--- src/srcsc_pkg.sv ---
// Shared constants for the system reset and clock source controller.
// Assumes one system clock at 100 MHz and a synchronous active-low reset.
package srcsc_pkg;

   // ====================
   // Timing
   localparam int CLK_PERIOD_NS = 10;
   localparam int BROWNOUT_HOLD_US = 500;
   localparam int BROWNOUT_HOLD_CYCLES = BROWNOUT_HOLD_US * 1000 / CLK_PERIOD_NS;
   localparam int SYSRST_HOLD_CYCLES = 16;

   // ====================
   // Widths
   localparam int WD_WIDTH = 32;
   localparam int PERIPH_REGS = 3;
   localparam int PERIPH_BITS = 32;
   localparam int PERIPH_DOMAINS = 2;
   localparam int DELAY_WIDTH = 8;
   localparam int ADJ_WIDTH = 6;
   localparam int CAUSE_WIDTH = 6;

   // ====================
   // Oscillator source and system clock source codes
   localparam logic [1:0] OSC_SRC_MAIN = 2'h0;
   localparam logic [1:0] OSC_SRC_INTERNAL = 2'h1;
   localparam logic [1:0] OSC_SRC_INTERNAL_DIV4 = 2'h2;
   localparam logic [1:0] SYSTEM_CLOCK_FROM_PLL = 2'h3;

   // ====================
   // Reset cause bit positions
   localparam int CAUSE_EXT = 0;
   localparam int CAUSE_POWER_ON = 1;
   localparam int CAUSE_BROWNOUT = 2;
   localparam int CAUSE_SOFTWARE = 3;
   localparam int CAUSE_WATCHDOG = 4;
   localparam int CAUSE_REGULATOR = 5;

   // ====================
   // Reset values
   localparam logic [CAUSE_WIDTH-1:0] CAUSE_POWER_ON_VALUE = 6'h02;
   localparam logic [1:0] OSC_SRC_RESET = OSC_SRC_MAIN;
   localparam logic PLL_SKIP_RESET = 1'b1;
   localparam logic [ADJ_WIDTH-1:0] ADJ_RESET = 6'h00;
   localparam logic [DELAY_WIDTH-1:0] DELAY_RESET = 8'h00;

endpackage

--- src/srcsc_wd_if.sv ---
// Link between the controller and its watchdog timer.
// Assumes both ends run on the same system clock.
`timescale 1ns/1ps
interface srcsc_wd_if #(parameter int WIDTH = 32);
   logic enable;
   logic reset_enable;
   logic int_clear;
   logic [WIDTH-1:0] reload;
   logic irq;
   logic reset_req;
   modport ctrl (output enable, output reset_enable, output int_clear, output reload, input irq, input reset_req);
   modport timer (input enable, input reset_enable, input int_clear, input reload, output irq, output reset_req);
endinterface
--- src/srcsc_brownout.sv ---
// Brownout condition flag with resample filter and timed self-clear.
// Assumes detect is already synchronised to clk.
`timescale 1ns/1ps
module srcsc_brownout
   import srcsc_pkg::*;
#(
   parameter int HOLD_CYCLES = BROWNOUT_HOLD_CYCLES
)
(
   // Clock and reset
   input wire logic clk,
   input wire logic reset_n,
   // Condition and configuration
   input wire logic detect,
   input wire logic reset_select,
   input wire logic resample_wait,
   input wire logic [DELAY_WIDTH-1:0] resample_delay,
   // Results
   output logic flag,
   output logic irq,
   output logic reset_req
);

   localparam int HW = $clog2(HOLD_CYCLES + 1);
   typedef enum logic [1:0] {ST_IDLE, ST_RESAMPLE, ST_HOLD} srcsc_bo_state_type;
   srcsc_bo_state_type state;
   logic [HW-1:0] hold_cnt;
   logic [DELAY_WIDTH-1:0] wait_cnt;

   // ====================
   // Sequence; not reset by the internal system reset so the flag survives it.
   always_ff @(posedge clk)
   begin
      if (!reset_n)
      begin
         state <= ST_IDLE;
         flag <= 1'b0;
         irq <= 1'b0;
         reset_req <= 1'b0;
         hold_cnt <= '0;
         wait_cnt <= '0;
      end
      else
      begin
         irq <= 1'b0;
         reset_req <= 1'b0;
         if (state != ST_IDLE)
            hold_cnt <= hold_cnt - 1'b1;
         case (state)
            ST_IDLE:
               if (detect)
               begin
                  flag <= 1'b1;
                  hold_cnt <= HW'(HOLD_CYCLES - 1);
                  if (reset_select)
                  begin
                     reset_req <= 1'b1;
                     state <= ST_HOLD;
                  end
                  else if (resample_wait)
                  begin
                     wait_cnt <= resample_delay;
                     state <= ST_RESAMPLE;
                  end
                  else
                  begin
                     irq <= 1'b1;
                     state <= ST_HOLD;
                  end
               end
            ST_RESAMPLE:
               if (wait_cnt != '0)
                  wait_cnt <= wait_cnt - 1'b1;
               else if (detect)
               begin
                  irq <= !reset_select;
                  reset_req <= reset_select;
                  state <= ST_HOLD;
               end
               else
               begin
                  flag <= 1'b0;
                  state <= ST_IDLE;
               end
            ST_HOLD:
               if (hold_cnt == '0)
               begin
                  flag <= 1'b0;
                  state <= ST_IDLE;
               end
            default:
               state <= ST_IDLE;
         endcase
      end
   end

endmodule

--- src/srcsc_top.sv ---
// System reset and clock source controller: gathers reset sources into one
// internal system reset, sequences the boot fetch, holds peripheral resets,
// regulator adjust and system clock source selection.
// Assumes one 100 MHz clock; pins brownout_detect, regulator_unregulated and
// ext_reset_n are synchronised here.
`timescale 1ns/1ps

// How it works
// - Brownout reset select clears at reset; software sets it by write.
// - A brownout raises an interrupt pulse or a system reset.
// - Brownout resets the system only while reset select is set.
// - With wait set and select clear, resample after delay; absent means nothing.
// - The resample filter guards the interrupt path, enabled by software.
// - Persistent brownout asserts internal reset, then releases into boot fetch.
// - Brownout flag clears itself 500 us after being set.
// - Peripheral reset bit set holds reset; clearing it releases.
// - Peripheral reset bit order equals the clock-gating bit order.
// - A peripheral reset drives every clock-domain reset of that unit.
// - System reset request resets all but the cause bits and brownout flag, including core, then boots.
// - Watchdog interrupts on first time-out, requests reset on second.
// - Watchdog reloads after time-out; zero again unserviced resets if enabled.
// - Regulator reset enable clears at reset; software sets it.
// - Unregulated regulator sets status bit and resets, then boots.
// - Voltage adjust field sets regulated output in 2.25 to 2.75 V steps.
// - System clock comes from main, internal, internal/4 or PLL.
// - Source codes: main 0x0, internal 0x1, internal/4 0x2.
// - PLL skip set: oscillator drives clock; clear: oscillator feeds PLL.
// - Cause bits stick across resets; external pin reset clears the others.
module srcsc_top
   import srcsc_pkg::*;
#(
   parameter int N_BITS = PERIPH_BITS,
   parameter int N_DOMAINS = PERIPH_DOMAINS,
   parameter int BO_HOLD_CYCLES = BROWNOUT_HOLD_CYCLES,
   parameter int RST_HOLD_CYCLES = SYSRST_HOLD_CYCLES
)
(
   // Clock and power-on reset
   input wire logic clk,
   input wire logic reset_n,
   // Asynchronous pins
   input wire logic ext_reset_n,
   input wire logic brownout_detect,
   input wire logic regulator_unregulated,
   // Power and brownout control write
   input wire logic pbc_write,
   input wire logic pbc_reset_select,
   input wire logic pbc_resample_wait,
   input wire logic [DELAY_WIDTH-1:0] pbc_resample_delay,
   // Regulator power control write
   input wire logic rpc_write,
   input wire logic rpc_reset_enable,
   input wire logic [ADJ_WIDTH-1:0] rpc_voltage_adjust,
   // Peripheral reset control write
   input wire logic prc_write,
   input wire logic [1:0] prc_index,
   input wire logic [N_BITS-1:0] prc_data,
   // Clock source write
   input wire logic clk_cfg_write,
   input wire logic [1:0] clk_cfg_osc_source,
   input wire logic clk_cfg_pll_skip,
   // Processor system reset request and cause clear
   input wire logic system_reset_request_bit,
   input wire logic cause_clear_write,
   input wire logic [CAUSE_WIDTH-1:0] cause_clear_mask,
   // Watchdog control
   input wire logic watchdog_enable,
   input wire logic watchdog_reset_enable,
   input wire logic watchdog_int_clear,
   input wire logic [WD_WIDTH-1:0] watchdog_reload_value,
   // Control readback
   output logic brownout_reset_select,
   output logic brownout_resample_wait,
   output logic [DELAY_WIDTH-1:0] brownout_resample_delay,
   output logic regulator_reset_enable,
   output logic [ADJ_WIDTH-1:0] regulator_voltage_adjust,
   output logic [PERIPH_REGS*N_BITS-1:0] peripheral_reset_control,
   output logic [1:0] oscillator_source_select,
   output logic pll_skip,
   // Status
   output logic [CAUSE_WIDTH-1:0] reset_cause_register,
   output logic regulator_reset_status,
   output logic brownout_flag,
   output logic brownout_irq,
   output logic watchdog_irq,
   // Resets and boot
   output logic system_reset_n,
   output logic [N_DOMAINS-1:0][PERIPH_REGS*N_BITS-1:0] peripheral_reset,
   output logic [1:0] boot_fetch_stage,
   output logic boot_fetch_valid,
   // Clock selection
   output logic [1:0] system_clock_source,
   output logic [1:0] pll_reference_source,
   output logic pll_enable
);

   // ====================
   // Pin synchronisers
   // Only the second stage is read by any logic.
   logic [1:0] ext_sync;
   logic [1:0] bo_sync;
   logic [1:0] reg_sync;
   logic reg_seen;

   always_ff @(posedge clk)
   begin
      if (!reset_n)
      begin
         ext_sync <= 2'h3;
         bo_sync <= 2'h0;
         reg_sync <= 2'h0;
         reg_seen <= 1'b0;
      end
      else
      begin
         ext_sync <= {ext_sync[0], ext_reset_n};
         bo_sync <= {bo_sync[0], brownout_detect};
         reg_sync <= {reg_sync[0], regulator_unregulated};
         reg_seen <= reg_sync[1];
      end
   end

   // Pin reset is active while the synchronised level is low.
   wire ext_active = !ext_sync[1];
   wire reg_rise = reg_sync[1] && !reg_seen;

   // ====================
   // Reset sequencer state
   typedef enum logic [2:0] {SEQ_HOLD, SEQ_FETCH_SP, SEQ_FETCH_PC, SEQ_FETCH_INSN, SEQ_RUN} srcsc_seq_type;
   localparam int HOLD_W = $clog2(RST_HOLD_CYCLES + 1);
   srcsc_seq_type state;
   srcsc_seq_type next_state;
   logic [HOLD_W-1:0] hold_cnt;
   wire in_hold = (state == SEQ_HOLD);
   wire enter_hold = (next_state == SEQ_HOLD);
   // Configuration returns to defaults under power-on reset and internal reset.
   wire cfg_clear = !reset_n || enter_hold;

   // ====================
   // Reset source requests
   logic bo_reset_req;
   logic bo_irq;
   logic bo_flag;
   srcsc_wd_if #(.WIDTH(WD_WIDTH)) wd_link ();

   wire reg_req = reg_rise && regulator_reset_enable;
   wire sw_req = system_reset_request_bit;
   wire wd_req = wd_link.reset_req;
   wire any_req = bo_reset_req || sw_req || wd_req || reg_req || ext_active;

   // Each internal source marks its own cause bit in the cycle it fires.
   wire [CAUSE_WIDTH-1:0] cause_set = (CAUSE_WIDTH'(bo_reset_req) << CAUSE_BROWNOUT)
                                    | (CAUSE_WIDTH'(sw_req) << CAUSE_SOFTWARE)
                                    | (CAUSE_WIDTH'(wd_req) << CAUSE_WATCHDOG)
                                    | (CAUSE_WIDTH'(reg_req) << CAUSE_REGULATOR);
   wire [CAUSE_WIDTH-1:0] cause_clr = cause_clear_write ? cause_clear_mask : '0;

   // ====================
   // Brownout and watchdog
   srcsc_brownout #(.HOLD_CYCLES(BO_HOLD_CYCLES)) u_brownout
   (
      .clk(clk),
      .reset_n(reset_n),
      .detect(bo_sync[1]),
      .reset_select(brownout_reset_select),
      .resample_wait(brownout_resample_wait),
      .resample_delay(brownout_resample_delay),
      .flag(bo_flag),
      .irq(bo_irq),
      .reset_req(bo_reset_req)
   );

   assign wd_link.enable = watchdog_enable;
   assign wd_link.reset_enable = watchdog_reset_enable;
   assign wd_link.int_clear = watchdog_int_clear;
   assign wd_link.reload = watchdog_reload_value;

   srcsc_watchdog u_watchdog
   (
      .clk(clk),
      .reset_n(reset_n),
      .sys_hold(in_hold),
      .wd(wd_link)
   );

   assign brownout_flag = bo_flag;
   assign brownout_irq = bo_irq;
   assign watchdog_irq = wd_link.irq;

   // ====================
   // Sequencer next state
   // Any request restarts the hold, even part way through a boot fetch.
   always_comb
   begin
      next_state = state;
      case (state)
         SEQ_HOLD:
            if (hold_cnt == '0 && !ext_active)
               next_state = SEQ_FETCH_SP;
         SEQ_FETCH_SP:
            next_state = SEQ_FETCH_PC;
         SEQ_FETCH_PC:
            next_state = SEQ_FETCH_INSN;
         SEQ_FETCH_INSN:
            next_state = SEQ_RUN;
         SEQ_RUN:
            next_state = SEQ_RUN;
         default:
            next_state = SEQ_HOLD;
      endcase
      if (any_req)
         next_state = SEQ_HOLD;
   end

   // Sequencer registers; outputs are taken from the next state so they
   // line up with the state register.
   always_ff @(posedge clk)
   begin
      if (!reset_n)
      begin
         state <= SEQ_HOLD;
         hold_cnt <= HOLD_W'(RST_HOLD_CYCLES - 1);
         system_reset_n <= 1'b0;
         boot_fetch_valid <= 1'b0;
         boot_fetch_stage <= 2'h0;
      end
      else
      begin
         state <= next_state;
         if (any_req)
            hold_cnt <= HOLD_W'(RST_HOLD_CYCLES - 1);
         else if (in_hold && hold_cnt != '0)
            hold_cnt <= hold_cnt - 1'b1;
         system_reset_n <= (next_state != SEQ_HOLD);
         boot_fetch_valid <= (next_state == SEQ_FETCH_SP) || (next_state == SEQ_FETCH_PC)
                             || (next_state == SEQ_FETCH_INSN);
         boot_fetch_stage <= (next_state == SEQ_FETCH_PC) ? 2'h1 :
                             (next_state == SEQ_FETCH_INSN) ? 2'h2 : 2'h0;
      end
   end

   // ====================
   // Reset cause register
   // Power-on sets only its own bit; a pin reset keeps only its own bit.
   // A source firing in the same cycle as a software clear keeps its bit.
   always_ff @(posedge clk)
   begin
      if (!reset_n)
         reset_cause_register <= CAUSE_POWER_ON_VALUE;
      else if (ext_active)
         reset_cause_register <= CAUSE_WIDTH'(1) << CAUSE_EXT;
      else
         reset_cause_register <= (reset_cause_register & ~cause_clr) | cause_set;
   end

   assign regulator_reset_status = reset_cause_register[CAUSE_REGULATOR];

   // ====================
   // Power, brownout and regulator control
   // Both reset enables come up clear so a noisy supply at start-up
   // cannot loop the part through resets before software decides.
   always_ff @(posedge clk)
   begin
      if (cfg_clear)
      begin
         brownout_reset_select <= 1'b0;
         brownout_resample_wait <= 1'b0;
         brownout_resample_delay <= DELAY_RESET;
         regulator_reset_enable <= 1'b0;
         regulator_voltage_adjust <= ADJ_RESET;
      end
      else
      begin
         if (pbc_write)
         begin
            brownout_reset_select <= pbc_reset_select;
            brownout_resample_wait <= pbc_resample_wait;
            brownout_resample_delay <= pbc_resample_delay;
         end
         if (rpc_write)
         begin
            regulator_reset_enable <= rpc_reset_enable;
            regulator_voltage_adjust <= rpc_voltage_adjust;
         end
      end
   end

   // ====================
   // Peripheral reset control
   // Bit n of each word is the same unit as bit n of the clock-gating words.
   genvar r;
   genvar d;
   generate
      for (r = 0; r < PERIPH_REGS; r = r + 1)
      begin : g_prc
         wire hit = prc_write && (prc_index == 2'(r));
         always_ff @(posedge clk)
         begin
            if (cfg_clear)
               peripheral_reset_control[r*N_BITS +: N_BITS] <= '0;
            else if (hit)
               peripheral_reset_control[r*N_BITS +: N_BITS] <= prc_data;
         end
      end
      // Every clock domain of a unit sees the same reset; the system
      // reset also holds all of them.
      for (d = 0; d < N_DOMAINS; d = d + 1)
      begin : g_dom
         always_ff @(posedge clk)
         begin
            if (!reset_n)
               peripheral_reset[d] <= '1;
            else
               peripheral_reset[d] <= peripheral_reset_control | {(PERIPH_REGS*N_BITS){enter_hold}};
         end
      end
   endgenerate

   // ====================
   // Clock source selection
   // The reserved source code is refused and the old source stays, so a
   // bad write cannot stop the system clock.
   wire src_ok = (clk_cfg_osc_source != SYSTEM_CLOCK_FROM_PLL);

   always_ff @(posedge clk)
   begin
      if (cfg_clear)
      begin
         oscillator_source_select <= OSC_SRC_RESET;
         pll_skip <= PLL_SKIP_RESET;
      end
      else if (clk_cfg_write)
      begin
         if (src_ok)
            oscillator_source_select <= clk_cfg_osc_source;
         pll_skip <= clk_cfg_pll_skip;
      end
   end

   // With the PLL in use the chosen oscillator becomes its reference.
   // Keeping that reference in the PLL's range is software's job.
   always_ff @(posedge clk)
   begin
      if (!reset_n)
      begin
         system_clock_source <= OSC_SRC_RESET;
         pll_reference_source <= OSC_SRC_RESET;
         pll_enable <= !PLL_SKIP_RESET;
      end
      else
      begin
         system_clock_source <= pll_skip ? oscillator_source_select : SYSTEM_CLOCK_FROM_PLL;
         pll_reference_source <= oscillator_source_select;
         pll_enable <= !pll_skip;
      end
   end

endmodule

--- src/srcsc_watchdog.sv ---
// Watchdog down-counter: interrupt on first time-out, reset request on second.
// Assumes sys_hold is the controller's internal system reset, active high.
`timescale 1ns/1ps
module srcsc_watchdog
   import srcsc_pkg::*;
(
   // Clock and resets
   input wire logic clk,
   input wire logic reset_n,
   input wire logic sys_hold,
   // Controller link
   srcsc_wd_if.timer wd
);

   // ====================
   // Counter
   logic [WD_WIDTH-1:0] count;
   logic irq;
   logic reset_req;
   wire at_zero = (count == '0);
   wire [WD_WIDTH-1:0] next_count = at_zero ? wd.reload : count - 1'b1;
   // A clear in the time-out cycle counts as serviced.
   wire next_fire = wd.enable && at_zero && irq && !wd.int_clear && wd.reset_enable;

   // Disabled, the counter sits at the reload value; zero reloads and counts on.
   always_ff @(posedge clk)
   begin
      if (!reset_n || sys_hold)
      begin
         count <= '0;
         irq <= 1'b0;
         reset_req <= 1'b0;
      end
      else
      begin
         count <= wd.enable ? next_count : wd.reload;
         irq <= (irq && !wd.int_clear) || (wd.enable && at_zero);
         reset_req <= next_fire;
      end
   end

   assign wd.irq = irq;
   assign wd.reset_req = reset_req;

endmodule

--- config.mk ---
export PLATFORM = sky130hd
export DESIGN_NAME = srcsc_top
export DESIGN_NICKNAME = d
export VERILOG_FILES = /design/src/srcsc_pkg.sv /design/src/srcsc_wd_if.sv /design/src/srcsc_brownout.sv /design/src/srcsc_top.sv /design/src/srcsc_watchdog.sv
export SDC_FILE = /design/constraint.sdc
export NUM_CORES = 1
export LEC_CHECK = 0
export CORE_AREA = 5 5 169 188
export CTS_BUF_LIST = sky130_fd_sc_hd__clkbuf_2 sky130_fd_sc_hd__clkbuf_4 sky130_fd_sc_hd__clkbuf_8
export DETAILED_ROUTE_END_ITERATION = 6
export DIE_AREA = 0 0 174 193
export DONT_BUFFER_PORTS = 1
export PLACE_DENSITY = 0.63
export SLEW_MARGIN = 10
export SYNTH_ARGS = -nofsm -noshare
export SYNTH_HDL_FRONTEND = slang
export SYNTH_SLANG_ARGS = --single-unit
--- constraint.sdc ---
create_clock -name clk -period 3.5 [get_ports clk]
set_input_delay 0.175 -clock clk [delete_from_list [all_inputs] [get_ports clk]]
set_output_delay 0.175 -clock clk [all_outputs]
set_load 0.01 [all_outputs]
# Word level (Yosys, flattened, before mapping)
# Cells that the tools add are included.
# W data, S select, Z words.
[totals] regBits=305 input_bits=106 out_inout_bits=327 wordCells=155
[classes] n_addsub=4 eq_ne=19 n_mux=41 bitwise_logic=8 n_reduce_logical=48
[ops] operator="$or A96 B96 Y96" n=1
[ops] operator="$mux W32" n=2
[ops] operator="$mux W16" n=3
[ops] operator="$logic_not A32 Y1" n=1
[ops] operator="$mux W8" n=4
[ops] operator="$sub A32 B1 Y32 const B" n=1
[ops] operator="$mux W2" n=9
[ops] operator="$logic_not A16 Y1" n=1
[ops] operator="$pmux W8 S2" n=1
[ops] operator="$sub A16 B1 Y16 const B" n=1
[ops] operator="$mux W1" n=14
[ops] operator="$eq A3 B2 Y1 const B" n=4
[ops] operator="$logic_and A1 B1 Y1" n=12
[ops] operator="$ne A2 B2 Y1 const B" n=6
[ops] operator="$pmux W3 S4" n=1
[ops] operator="$reduce_and A5 Y1" n=2
[ops] operator="$logic_or A1 B1 Y1" n=9
[ops] operator="$reduce_bool A8 Y1" n=1
[ops] operator="$sub A8 B1 Y8 const B" n=1
[ops] operator="$and A6 B6 Y6" n=1
[ops] operator="$eq A3 B1 Y1 const B" n=2
[ops] operator="$logic_not A1 Y1" n=6
[ops] operator="$logic_not A3 Y1" n=2
[ops] operator="$mux W3" n=2
[ops] operator="23 further kinds" n=33

# Longest topological paths before layout
# Gate-level depths: netlist of run 1.
[depth] word_depth=9 ltp_mapped=10 ltp_nobuf=8

# By module
# A second synthesis of run 1 with hierarchy kept.
[unflattened] hier_cells=1244 hier_area_um2=12644.6
[by_module_without_submodules] mod="srcsc_top" instances=1 cells_each=836 area_per_inst_um2=9101.2
[by_module_without_submodules] mod="srcsc_watchdog" instances=1 cells_each=215 area_per_inst_um2=1911.8
[by_module_without_submodules] mod="srcsc_brownout" instances=1 cells_each=193 area_per_inst_um2=1631.6

# Least setup slack after synthesis of run 1
# OpenSTA, ideal clock, no wires.
[synth_timing] path_type="register -> register" start="register hold_cnt[0]" end="register peripheral_reset[130] (netlist name)" t_arrival_ns=2.060 slack_ns=1.314 path_stages_with_launch=11 path_buffers=2 period_less_slack_ns=2.186 cell_sequence="dfxtp_1 -> inv_1 -> ha_1 -> nor4b_1 -> a21oi_1 -> nand2_1 -> nand3_1 -> inv_1 -> clkbuf_1 -> clkbuf_1 -> nand2b_1"
[synth_via] elab_chain_cells=7
[synth_rtl] item="start, declared" line="srcsc_top.sv:133" rtl="logic [HOLD_W-1:0] hold_cnt;"
[synth_rtl] item="start signal, assigned" line="srcsc_top.sv:222" rtl="hold_cnt <= HOLD_W'(RST_HOLD_CYCLES - 1);"
[synth_rtl] item="start signal, assigned" line="srcsc_top.sv:231" rtl="hold_cnt <= HOLD_W'(RST_HOLD_CYCLES - 1);"
[synth_rtl] item="start signal, assigned" line="srcsc_top.sv:233" rtl="hold_cnt <= hold_cnt - 1'b1;"
[synth_rtl] item="$logic_not A5 Y1" line="srcsc_top.sv:198" rtl="if (hold_cnt == '0 && !ext_active)"
[synth_rtl] item="$logic_and A1 B1 Y1" line="srcsc_top.sv:198"
[synth_rtl] item="$mux W3" line="srcsc_top.sv:198"
[synth_rtl] item="$pmux W3 S4" line="srcsc_top.sv:196" rtl="case (state)"
[synth_rtl] item="$mux W3" line="srcsc_top.sv:211" rtl="if (any_req)"
[synth_rtl] item="$logic_not A3 Y1" line="srcsc_top.sv:135" rtl="wire enter_hold = (next_state == SEQ_HOLD);"
[synth_rtl] item="$or A96 B96 Y96" line="srcsc_top.sv:314" rtl="peripheral_reset[d] <= peripheral_reset_control | {(PERIPH_REGS*N_BITS){enter_hold}};"
[synth_rtl] item="end signal, assigned by index" line="srcsc_top.sv:314"
[synth_rtl] item="end, declared" line="srcsc_top.sv:88" rtl="output logic [N_DOMAINS-1:0][PERIPH_REGS*N_BITS-1:0] peripheral_reset,"
# No other way between the ends.
# A chain may end at the register's enable or synchronous reset.

# Worst setup path after layout of run 1
[layout_timing] start="register u_watchdog.count[8]" end="register u_watchdog.count[31]"
[layout_via] elab_chain_cells=3 elab_cells_between_ends=4 cone_classes="add/sub (1); mux (2); reduce/logical (1)"
[layout_rtl] item="start, declared" line="srcsc_watchdog.sv:17" rtl="logic [WD_WIDTH-1:0] count;"
[layout_rtl] item="start signal, assigned" line="srcsc_watchdog.sv:36" rtl="count <= wd.enable ? next_count : wd.reload;"
[layout_rtl] item="$sub A32 B1 Y32 or $logic_not A32 Y1 (tied branches)" line="srcsc_watchdog.sv:21, srcsc_watchdog.sv:20"
[layout_rtl] item="$mux W32 (*)" line="srcsc_watchdog.sv:21" rtl="wire [WD_WIDTH-1:0] next_count = at_zero ? wd.reload : count - 1'b1;"
[layout_rtl] item="$mux W32 (*)" line="srcsc_watchdog.sv:36"
# Mark *: on every way between the ends. The rest lies on a longest branch, timed or not.

==> flow_metrics.py, run 1 <==
metrics = {
    "sta": {
        "hold_viol": 0,
        "setup_viol": 0,
        "slew_headroom_pct": 18.3,
        "rsz0062_at_grt": "false",
        "fin_tns_setup_ps": 0,
        "fin_skew_ps": 19.2,
        "worst_pin_slew_ps": 1220,
        "clock.fmax_mhz": 328,
        "final.setup.worst_slack_ps": 447,
        "slew_viol_final": 0,
        "min_period_over_period_pct": 87.2,
        "post-route-min-period_ps": 3050,
    },
    "floorplan": {
        "ios": 433,
        "rows": 67,
        "dieHeight_um": 193,
        "core_area_sq_mm": 0.0298,
        "fp.dieW_um": 174,
        "start_util_pct": 39.2,
        "fp.dieArea_sq_mm": 0.0336,
    },
    "cts": {
        "clk_pin_slew_ps": 70,
        "cts_sinks": 305,
        "clock_latency_ps": 560,
        "cts_htree_levels": 2,
        "ctsResizeCount": 0,
        "hold_buffers": 135,
        "root_buffer": "clkbuf_8",
        "clock_path_buffers": 3,
        "cts_setup_buffers": 0,
        "cts_tree": "done",
        "cts-buffers-inserted": 48,
    },
    "route": {
        "final_antenna_net_count": 0,
        "firstDrtPassIters": 5,
        "routedWlPerCell_um": 19.1,
        "drt_iter0_markers": 492,
        "routed_wl_um": 33200,
        "vias_per_cell": 5.16,
        "drc_errors": 0,
        "vias": 8969,
    },
    "power_and_ir_drop": {
        "power_frac_comb_pct": 6.2,
        "p_int_w": 0.00549,
        "p_sw_share_pct": 23.1,
        "p_per_area_mw_per_mm2": 523,
        "power_leakage_nw": 5.12,
        "ir_drop_mv": 0.321,
        "seqPwrFrac_pct": 49.9,
        "power.total_w": 0.00714,
        "p_sw_w": 0.00165,
        "p_clk_share_pct": 43.9,
    },
    "setup_path": {
        "path_depth": 6,
        "critPathRequiredTime_ps": 4010,
        "path_delay_family": "simple AND/OR/NAND/NOR gates",
        "worstSetupPathType": "register to register",
        "ff2ff_path_depth": 6,
        "critPathCaptureType": "register",
        "cp_slowest_stage_delay_ps": 630,
        "r2r-start": "u_watchdog.count[8]",
        "critPathBufInv": 1,
        "start_kind": "register",
        "r2r-end": "u_watchdog.count[31]",
        "crit_end": "u_watchdog.count[31]",
        "path_cells": "or4_1 > nor4b_4 > a31oi_4 > nor2_2 > a211o_1 > dlygate4sd3_1",
        "path_max_fanout": 25,
        "startpoint": "u_watchdog.count[8]",
        "r2r_slack_ps": 450,
        "cpMaxStageDelayCell": "or4_1",
        "crit_arrival_ps": 3560,
    },
    "finish": {
        "mostFrequentLayoutCell": "dfxtp_1",
        "synthToLayoutAreaGrowth_pct": 16.7,
        "fill_cells": 2776,
        "final_cells": 1739,
        "final_layout_size_suffix_gt1_share_pct": 8.39,
        "final_cell_mix": "dfxtp_1 (305), nand2_1 (228), dlygate4sd3_1 (135), a21oi_1 (133), nand2b_1 (104)",
        "multi_input_area_sq_mm": 0.00454,
        "final_nets": 1443,
        "ff_latch_area_sq_mm": 0.00611,
    },
    "global_routing": {
        "grt_overflow_total": 0,
        "grt_pass1_wl_um": 50200,
        "grt_use_total_pct": 18.6,
        "antenna_found_initial": 2,
        "grt_pass1_vias": 8968,
        "grt_start_max_net_pins": 110,
    },
    "yosys": {
        "syn-num-nets": 1413,
        "yosys.area_share.adder_pct": 1.18,
        "netlist_area_sq_mm": 0.0117,
        "yosysWarnings": 0,
        "synthMuxAreaShare_pct": 1.91,
        "synth_seq_area_share_pct": 52.2,
        "synthXorXnorAreaFrac_pct": 2.55,
        "synth_compound_area_share_pct": 10.8,
        "postSynthAreaPerCell_sq_um": 9.02,
        "synthFlopType": "dfxtp_1",
        "netlist_instances": 1296,
        "synth_top_family_by_area": "simple AND/OR/NAND/NOR gates",
        "async_reset_ff_share_pct": 0,
        "synth_edf_count": 0,
        "ys_ff_latch": 305,
        "synthSimpleGateAreaFrac_pct": 22.1,
        "synth.distinct_cells": 59,
    },
    "status": {
        "status": "finished clean",
    },
    "placed_design": {
        "place.gp.congestion": 0.807,
        "hpwl_um": 21700,
        "port_buffers": 0,
        "place_ws_ps": 886,
        "placedCellCount": 1520,
    },
    "hold_path": {
        "hold_class": "input pin to register",
    },
    "run": {
        "cap_violations": 0,
    },
}
cells in the mapped netlist (all sizes together) (5+ instances only):
master / n / share of area (%)
nor2: 71 / 2.3
a211oi: 21 / 1.3
nor3: 20 / 0.98
or4: 10 / 0.67
xnor2: 8 / 0.60
a21oi: 133 / 5.7
o2bb2ai: 5 / 0.37
dfxtp: 305 / 52
o31ai: 6 / 0.39
inv: 18 / 0.58
buf: 111 / 6.8
or3: 6 / 0.32
nand3b: 6 / 0.39
nor4: 11 / 0.72
and3: 6 / 0.32
nand2: 228 / 7.3
and2: 11 / 0.59
clkbuf: 56 / 1.8
ha: 11 / 1.2
nor4b: 5 / 0.50
mux2i: 20 / 1.7
nand2b: 104 / 5.6
o21ai: 23 / 0.98
xor2: 26 / 1.9
nand3: 23 / 0.98
worst min-delay path by stage:
stage / startpoint / to / slack (ps) / cells past startpoint
floorplan: clk_cfg_write / oscillator_source_select[1] / 270 / 1
global route: watchdog_enable / u_watchdog.count[13] / 50 / 4
detailed placement: reset_n / reset_cause_register[1] / 250 / 1
CTS: watchdog_enable / u_watchdog.count[13] / 10 / 4
finish: watchdog_enable / u_watchdog.count[13] / 60 / 4
global placement: reset_n / reset_cause_register[1] / 240 / 1
kinds of logic (layout without fill, tap and decap cells):
family / count (synthesis) / in the layout
simple gates: 523 / 523
flops: 305 / 305
xor+xnor: 34 / 34
compound gates: 216 / 216
buf+inv: 185 / 248
fa+ha+maj: 11 / 11
other cells: 0 / 1
mux: 22 / 22
flip-flops by register name, indices dropped and copies added, names as in the netlist, 2 cells and up:
register and count:
u_watchdog.count 32, oscillator_source_select 2, peripheral_reset_control 96, state 3
u_brownout.state 2, brownout_resample_delay 8, system_clock_source 2, peripheral_reset 96
ext_sync 2, u_brownout.hold_cnt 16, u_brownout.wait_cnt 8, boot_fetch_stage 2
reg_sync 2, hold_cnt 5, reset_cause_register 6, regulator_voltage_adjust 6
bo_sync 2, pll_reference_source 2
power groups by stage:
| stage | Clock [W] | Sequential [W] | Combinational [W] |
|---|---|---|---|
| after floorplan | 0 | 0.00362 | 0.000251 |
| after global placement | 0 | 0.00363 | 0.000301 |
| after detailed placement | 0 | 0.00364 | 0.000307 |
| after CTS | 0.00322 | 0.00356 | 0.000437 |
| after global routing | 0.00337 | 0.00357 | 0.000491 |
| final | 0.00313 | 0.00356 | 0.000441 |
metrics by stage:
step | util, % | hold WS, ps | instance area [sq um]
after global placement | 37.8 | 243 | 11300
final | 45.7 | 61.9 | 13600
after CTS | 45.7 | 13.2 | 13600
after detailed placement | 37.8 | 249 | 11300
after global routing | 45.7 | 52.7 | 13600
after floorplan | - | 270 | 11700
layer usage:
layer | part of all wire [%] | GRT usage (%) | vias to the layer above | routed length, um
li1 | - | - | 4288 | -
met1 | 38 | 20.4 | 4187 | 12600
met2 | 50 | 33.1 | 393 | 16600
met3 | 7.9 | 6.05 | 99 | 2630
met4 | 4.1 | 8.41 | 2 | 1370
met5 | 0.039 | 0 | - | 13
area by class of cell:
class                      instances  area share, %
tap                              379           3.48
inverter                          18          0.505
clock buffer                      68           6.41
antenna                            1         0.0184
timing repair buffer             147           10.6
clock inverter                    15          0.964
multi-input combinational        806           33.3
sequential                       305           44.8
tightest hold or removal path, delay by kind of cell:
kind / cells / cell delay [ps]
and+or+nand+nor: 1 / 110
buffers and inverters: 1 / 90
AOI/OAI and AO/OA: 2 / 190
No activity file was read; power rests on OpenSTA's default activity.
==> inputs of run 2 (changes only) <==
- CORE_AREA: 5 5 169 188 -> 2 2 166 185
- DIE_AREA: 0 0 174 193 -> 0 0 168 187
==> run 2 against run 1 <==
- combinational power decreased by 1%
- clock-buffer cell count up 4
- non-clock buffer count fell by 5
- total power up 2.5%
- hold slack got worse by 6.8 ps
- final area up 0.20%
- clock skew decreased by 9.8 ps
- setup slack gained 69 ps
- sequential power hardly changed
- utilization up 0.22 points
- critical endpoint is now oscillator_source_select[1]
==> flow_metrics.py, run 2 (same netlist as run 1, synthesis figures left out) <==
metrics = {
    "status": {
        "status": "finished clean",
    },
    "sta": {
        "hold_viol": 0,
        "fin_tns_setup_ps": 0,
        "slew_viol_final": 0,
        "clock.fmax_mhz": 335,
        "slew_headroom_pct": 26.6,
        "fin_skew_ps": 9.42,
        "post-route-min-period_ps": 2980,
        "min_period_over_period_pct": 85.3,
        "hold_slack_ps": 55.1,
        "worst_pin_slew_ps": 1100,
        "rsz0062_at_grt": "false",
        "setup_viol": 0,
    },
    "route": {
        "routedWlPerCell_um": 17.7,
        "vias": 8897,
        "routed_wl_um": 30600,
        "vias_per_cell": 5.14,
        "drt_iter0_markers": 446,
        "final_antenna_net_count": 0,
        "drc_errors": 0,
        "firstDrtPassIters": 5,
    },
    "power_and_ir_drop": {
        "p_int_w": 0.00571,
        "p_sw_share_pct": 21.9,
        "ir_drop_mv": 0.290,
        "p_per_area_mw_per_mm2": 535,
        "power_leakage_nw": 5.12,
        "power.total_w": 0.00731,
        "seqPwrFrac_pct": 48.7,
        "p_sw_w": 0.00161,
        "power_frac_comb_pct": 5.9,
        "p_clk_share_pct": 45.3,
    },
    "floorplan": {
        "start_util_pct": 39.3,
        "core_area_sq_mm": 0.0298,
        "fp.dieArea_sq_mm": 0.0314,
        "dieHeight_um": 187,
        "fp.dieW_um": 168,
        "rows": 67,
        "ios": 433,
    },
    "setup_path": {
        "critPathBufInv": 3,
        "cpMaxStageDelayCell": "dlygate4sd3_1",
        "critPathCaptureType": "register",
        "startpoint": "reset_n",
        "path_delay_family": "buffers and inverters",
        "ff2ff_path_depth": 6,
        "r2r-start": "u_watchdog.count[8]",
        "r2r_slack_ps": 520,
        "worstSetupPathType": "input pin to register",
        "path_cells": "dlygate4sd3_1 > nand2_1 > nor4_1 > and2_1 > nand3_4 > buf_4 > a211oi_1 > dlygate4sd3_1",
        "path_depth": 8,
        "crit_end": "oscillator_source_select[1]",
        "cp_slowest_stage_delay_ps": 1060,
        "crit_arrival_ps": 3480,
        "path_max_fanout": 71,
        "r2r-end": "u_watchdog.count[31]",
        "critPathRequiredTime_ps": 3990,
        "cp_common_cell": "dlygate4sd3_1",
        "start_kind": "input pin",
    },
    "cts": {
        "cts_htree_levels": 2,
        "root_buffer": "clkbuf_8",
        "clock_latency_ps": 550,
        "cts_tree": "done",
        "hold_buffers": 130,
        "cts_setup_buffers": 0,
        "ctsResizeCount": 0,
        "clock_path_buffers": 3,
        "cts-buffers-inserted": 47,
        "clk_pin_slew_ps": 60,
        "cts_sinks": 305,
    },
    "placed_design": {
        "hpwl_um": 20400,
        "place.gp.congestion": 0.811,
        "dpl-instance-area_sq_mm": 0.0113,
        "port_buffers": 0,
    },
    "hold_path": {
        "hold_class": "input pin to register",
    },
    "global_routing": {
        "grt_pass1_vias": 8754,
        "antenna_found_initial": 1,
        "grt_use_total_pct": 18.9,
        "grt_start_max_net_pins": 72,
        "grt_pass1_wl_um": 47900,
        "grt_overflow_total": 0,
    },
    "finish": {
        "final_cell_area_sq_mm": 0.0137,
        "mostFrequentLayoutCell": "dfxtp_1",
        "final_nets": 1437,
        "reg_top3": "peripheral_reset x96, peripheral_reset_control x96, u_watchdog.count x32",
        "synthToLayoutAreaGrowth_pct": 16.9,
        "final_layout_size_suffix_gt1_share_pct": 8.15,
        "final_cell_mix": "dfxtp_1 (305), nand2_1 (228), a21oi_1 (133), dlygate4sd3_1 (130), nand2b_1 (104)",
    },
    "run": {
        "cap_violations": 0,
    },
}
-- run 2: changes by cell type in the layout (fill, tap and decap cells not counted), sizes merged --
| cell | previous run | this run |
|---|---|---|
| clkinvlp | 1 | 0 |
| clkinv | 12 | 4 |
| bufinv | 2 | 4 |
| inv | 18 | 17 |
| dlygate4sd3 | 135 | 130 |
| clkbuf | 68 | 72 |
-- run 2: area by class of cell --
cell class                      instances  area (sq um)
Fill cell                            2772         16100
Sequential cell                       305          6110
Inverter                               18          68.8
Multi-Input combinational cell        806          4540
Timing Repair Buffer                  142          1400
Clock inverter                          7           135
Antenna cell                            1          2.50
Clock buffer                           72           935
Tap cell                              379           474
-- run 2: power by group through the flow --
stage               logic, W  clock network, W  registers (W)
floorplan           0.000251                 0        0.00362
finish              0.000435           0.00332        0.00356
CTS                 0.000430           0.00342        0.00356
detailed placement  0.000299                 0        0.00364
global route        0.000483           0.00356        0.00357
global placement    0.000292                 0        0.00364
-- run 2: stage by stage --
step / util, % / setup WS (ps) / std cells
after CTS: 45.9 / 530 / 1729
after global routing: 45.9 / 271 / 1729
after floorplan: - / 1310 / 1296
final: 45.9 / 516 / 1730
after detailed placement: 37.9 / 892 / 1520
after global placement: 37.9 / 992 / 1520
-- run 2: routing by layer --
metal,track usage [%],wire [um],vias to the layer above
li1,-,-,4272
met1,21.5,12000,4193
met2,33.2,15300,353
met3,5.10,2170,79
met4,8.03,1150,0
met5,0,0,-
-- run 2: worst min-delay path, stage by stage --
cell	delay, ps
inv_1	110
a31oi_4	80
a211oi_1	190
-- run 2: worst min path at each step --
stage               cells past startpoint  slack, ps             from                           to
floorplan                               1        270    clk_cfg_write  oscillator_source_select[1]
global placement                        1        240          reset_n      reset_cause_register[1]
detailed placement                      1        260          reset_n                  ext_sync[1]
CTS                                     3          9  watchdog_enable          u_watchdog.count[2]
global route                            3         70          reset_n         u_watchdog.count[25]
finish                                  3         60  watchdog_enable          u_watchdog.count[2]
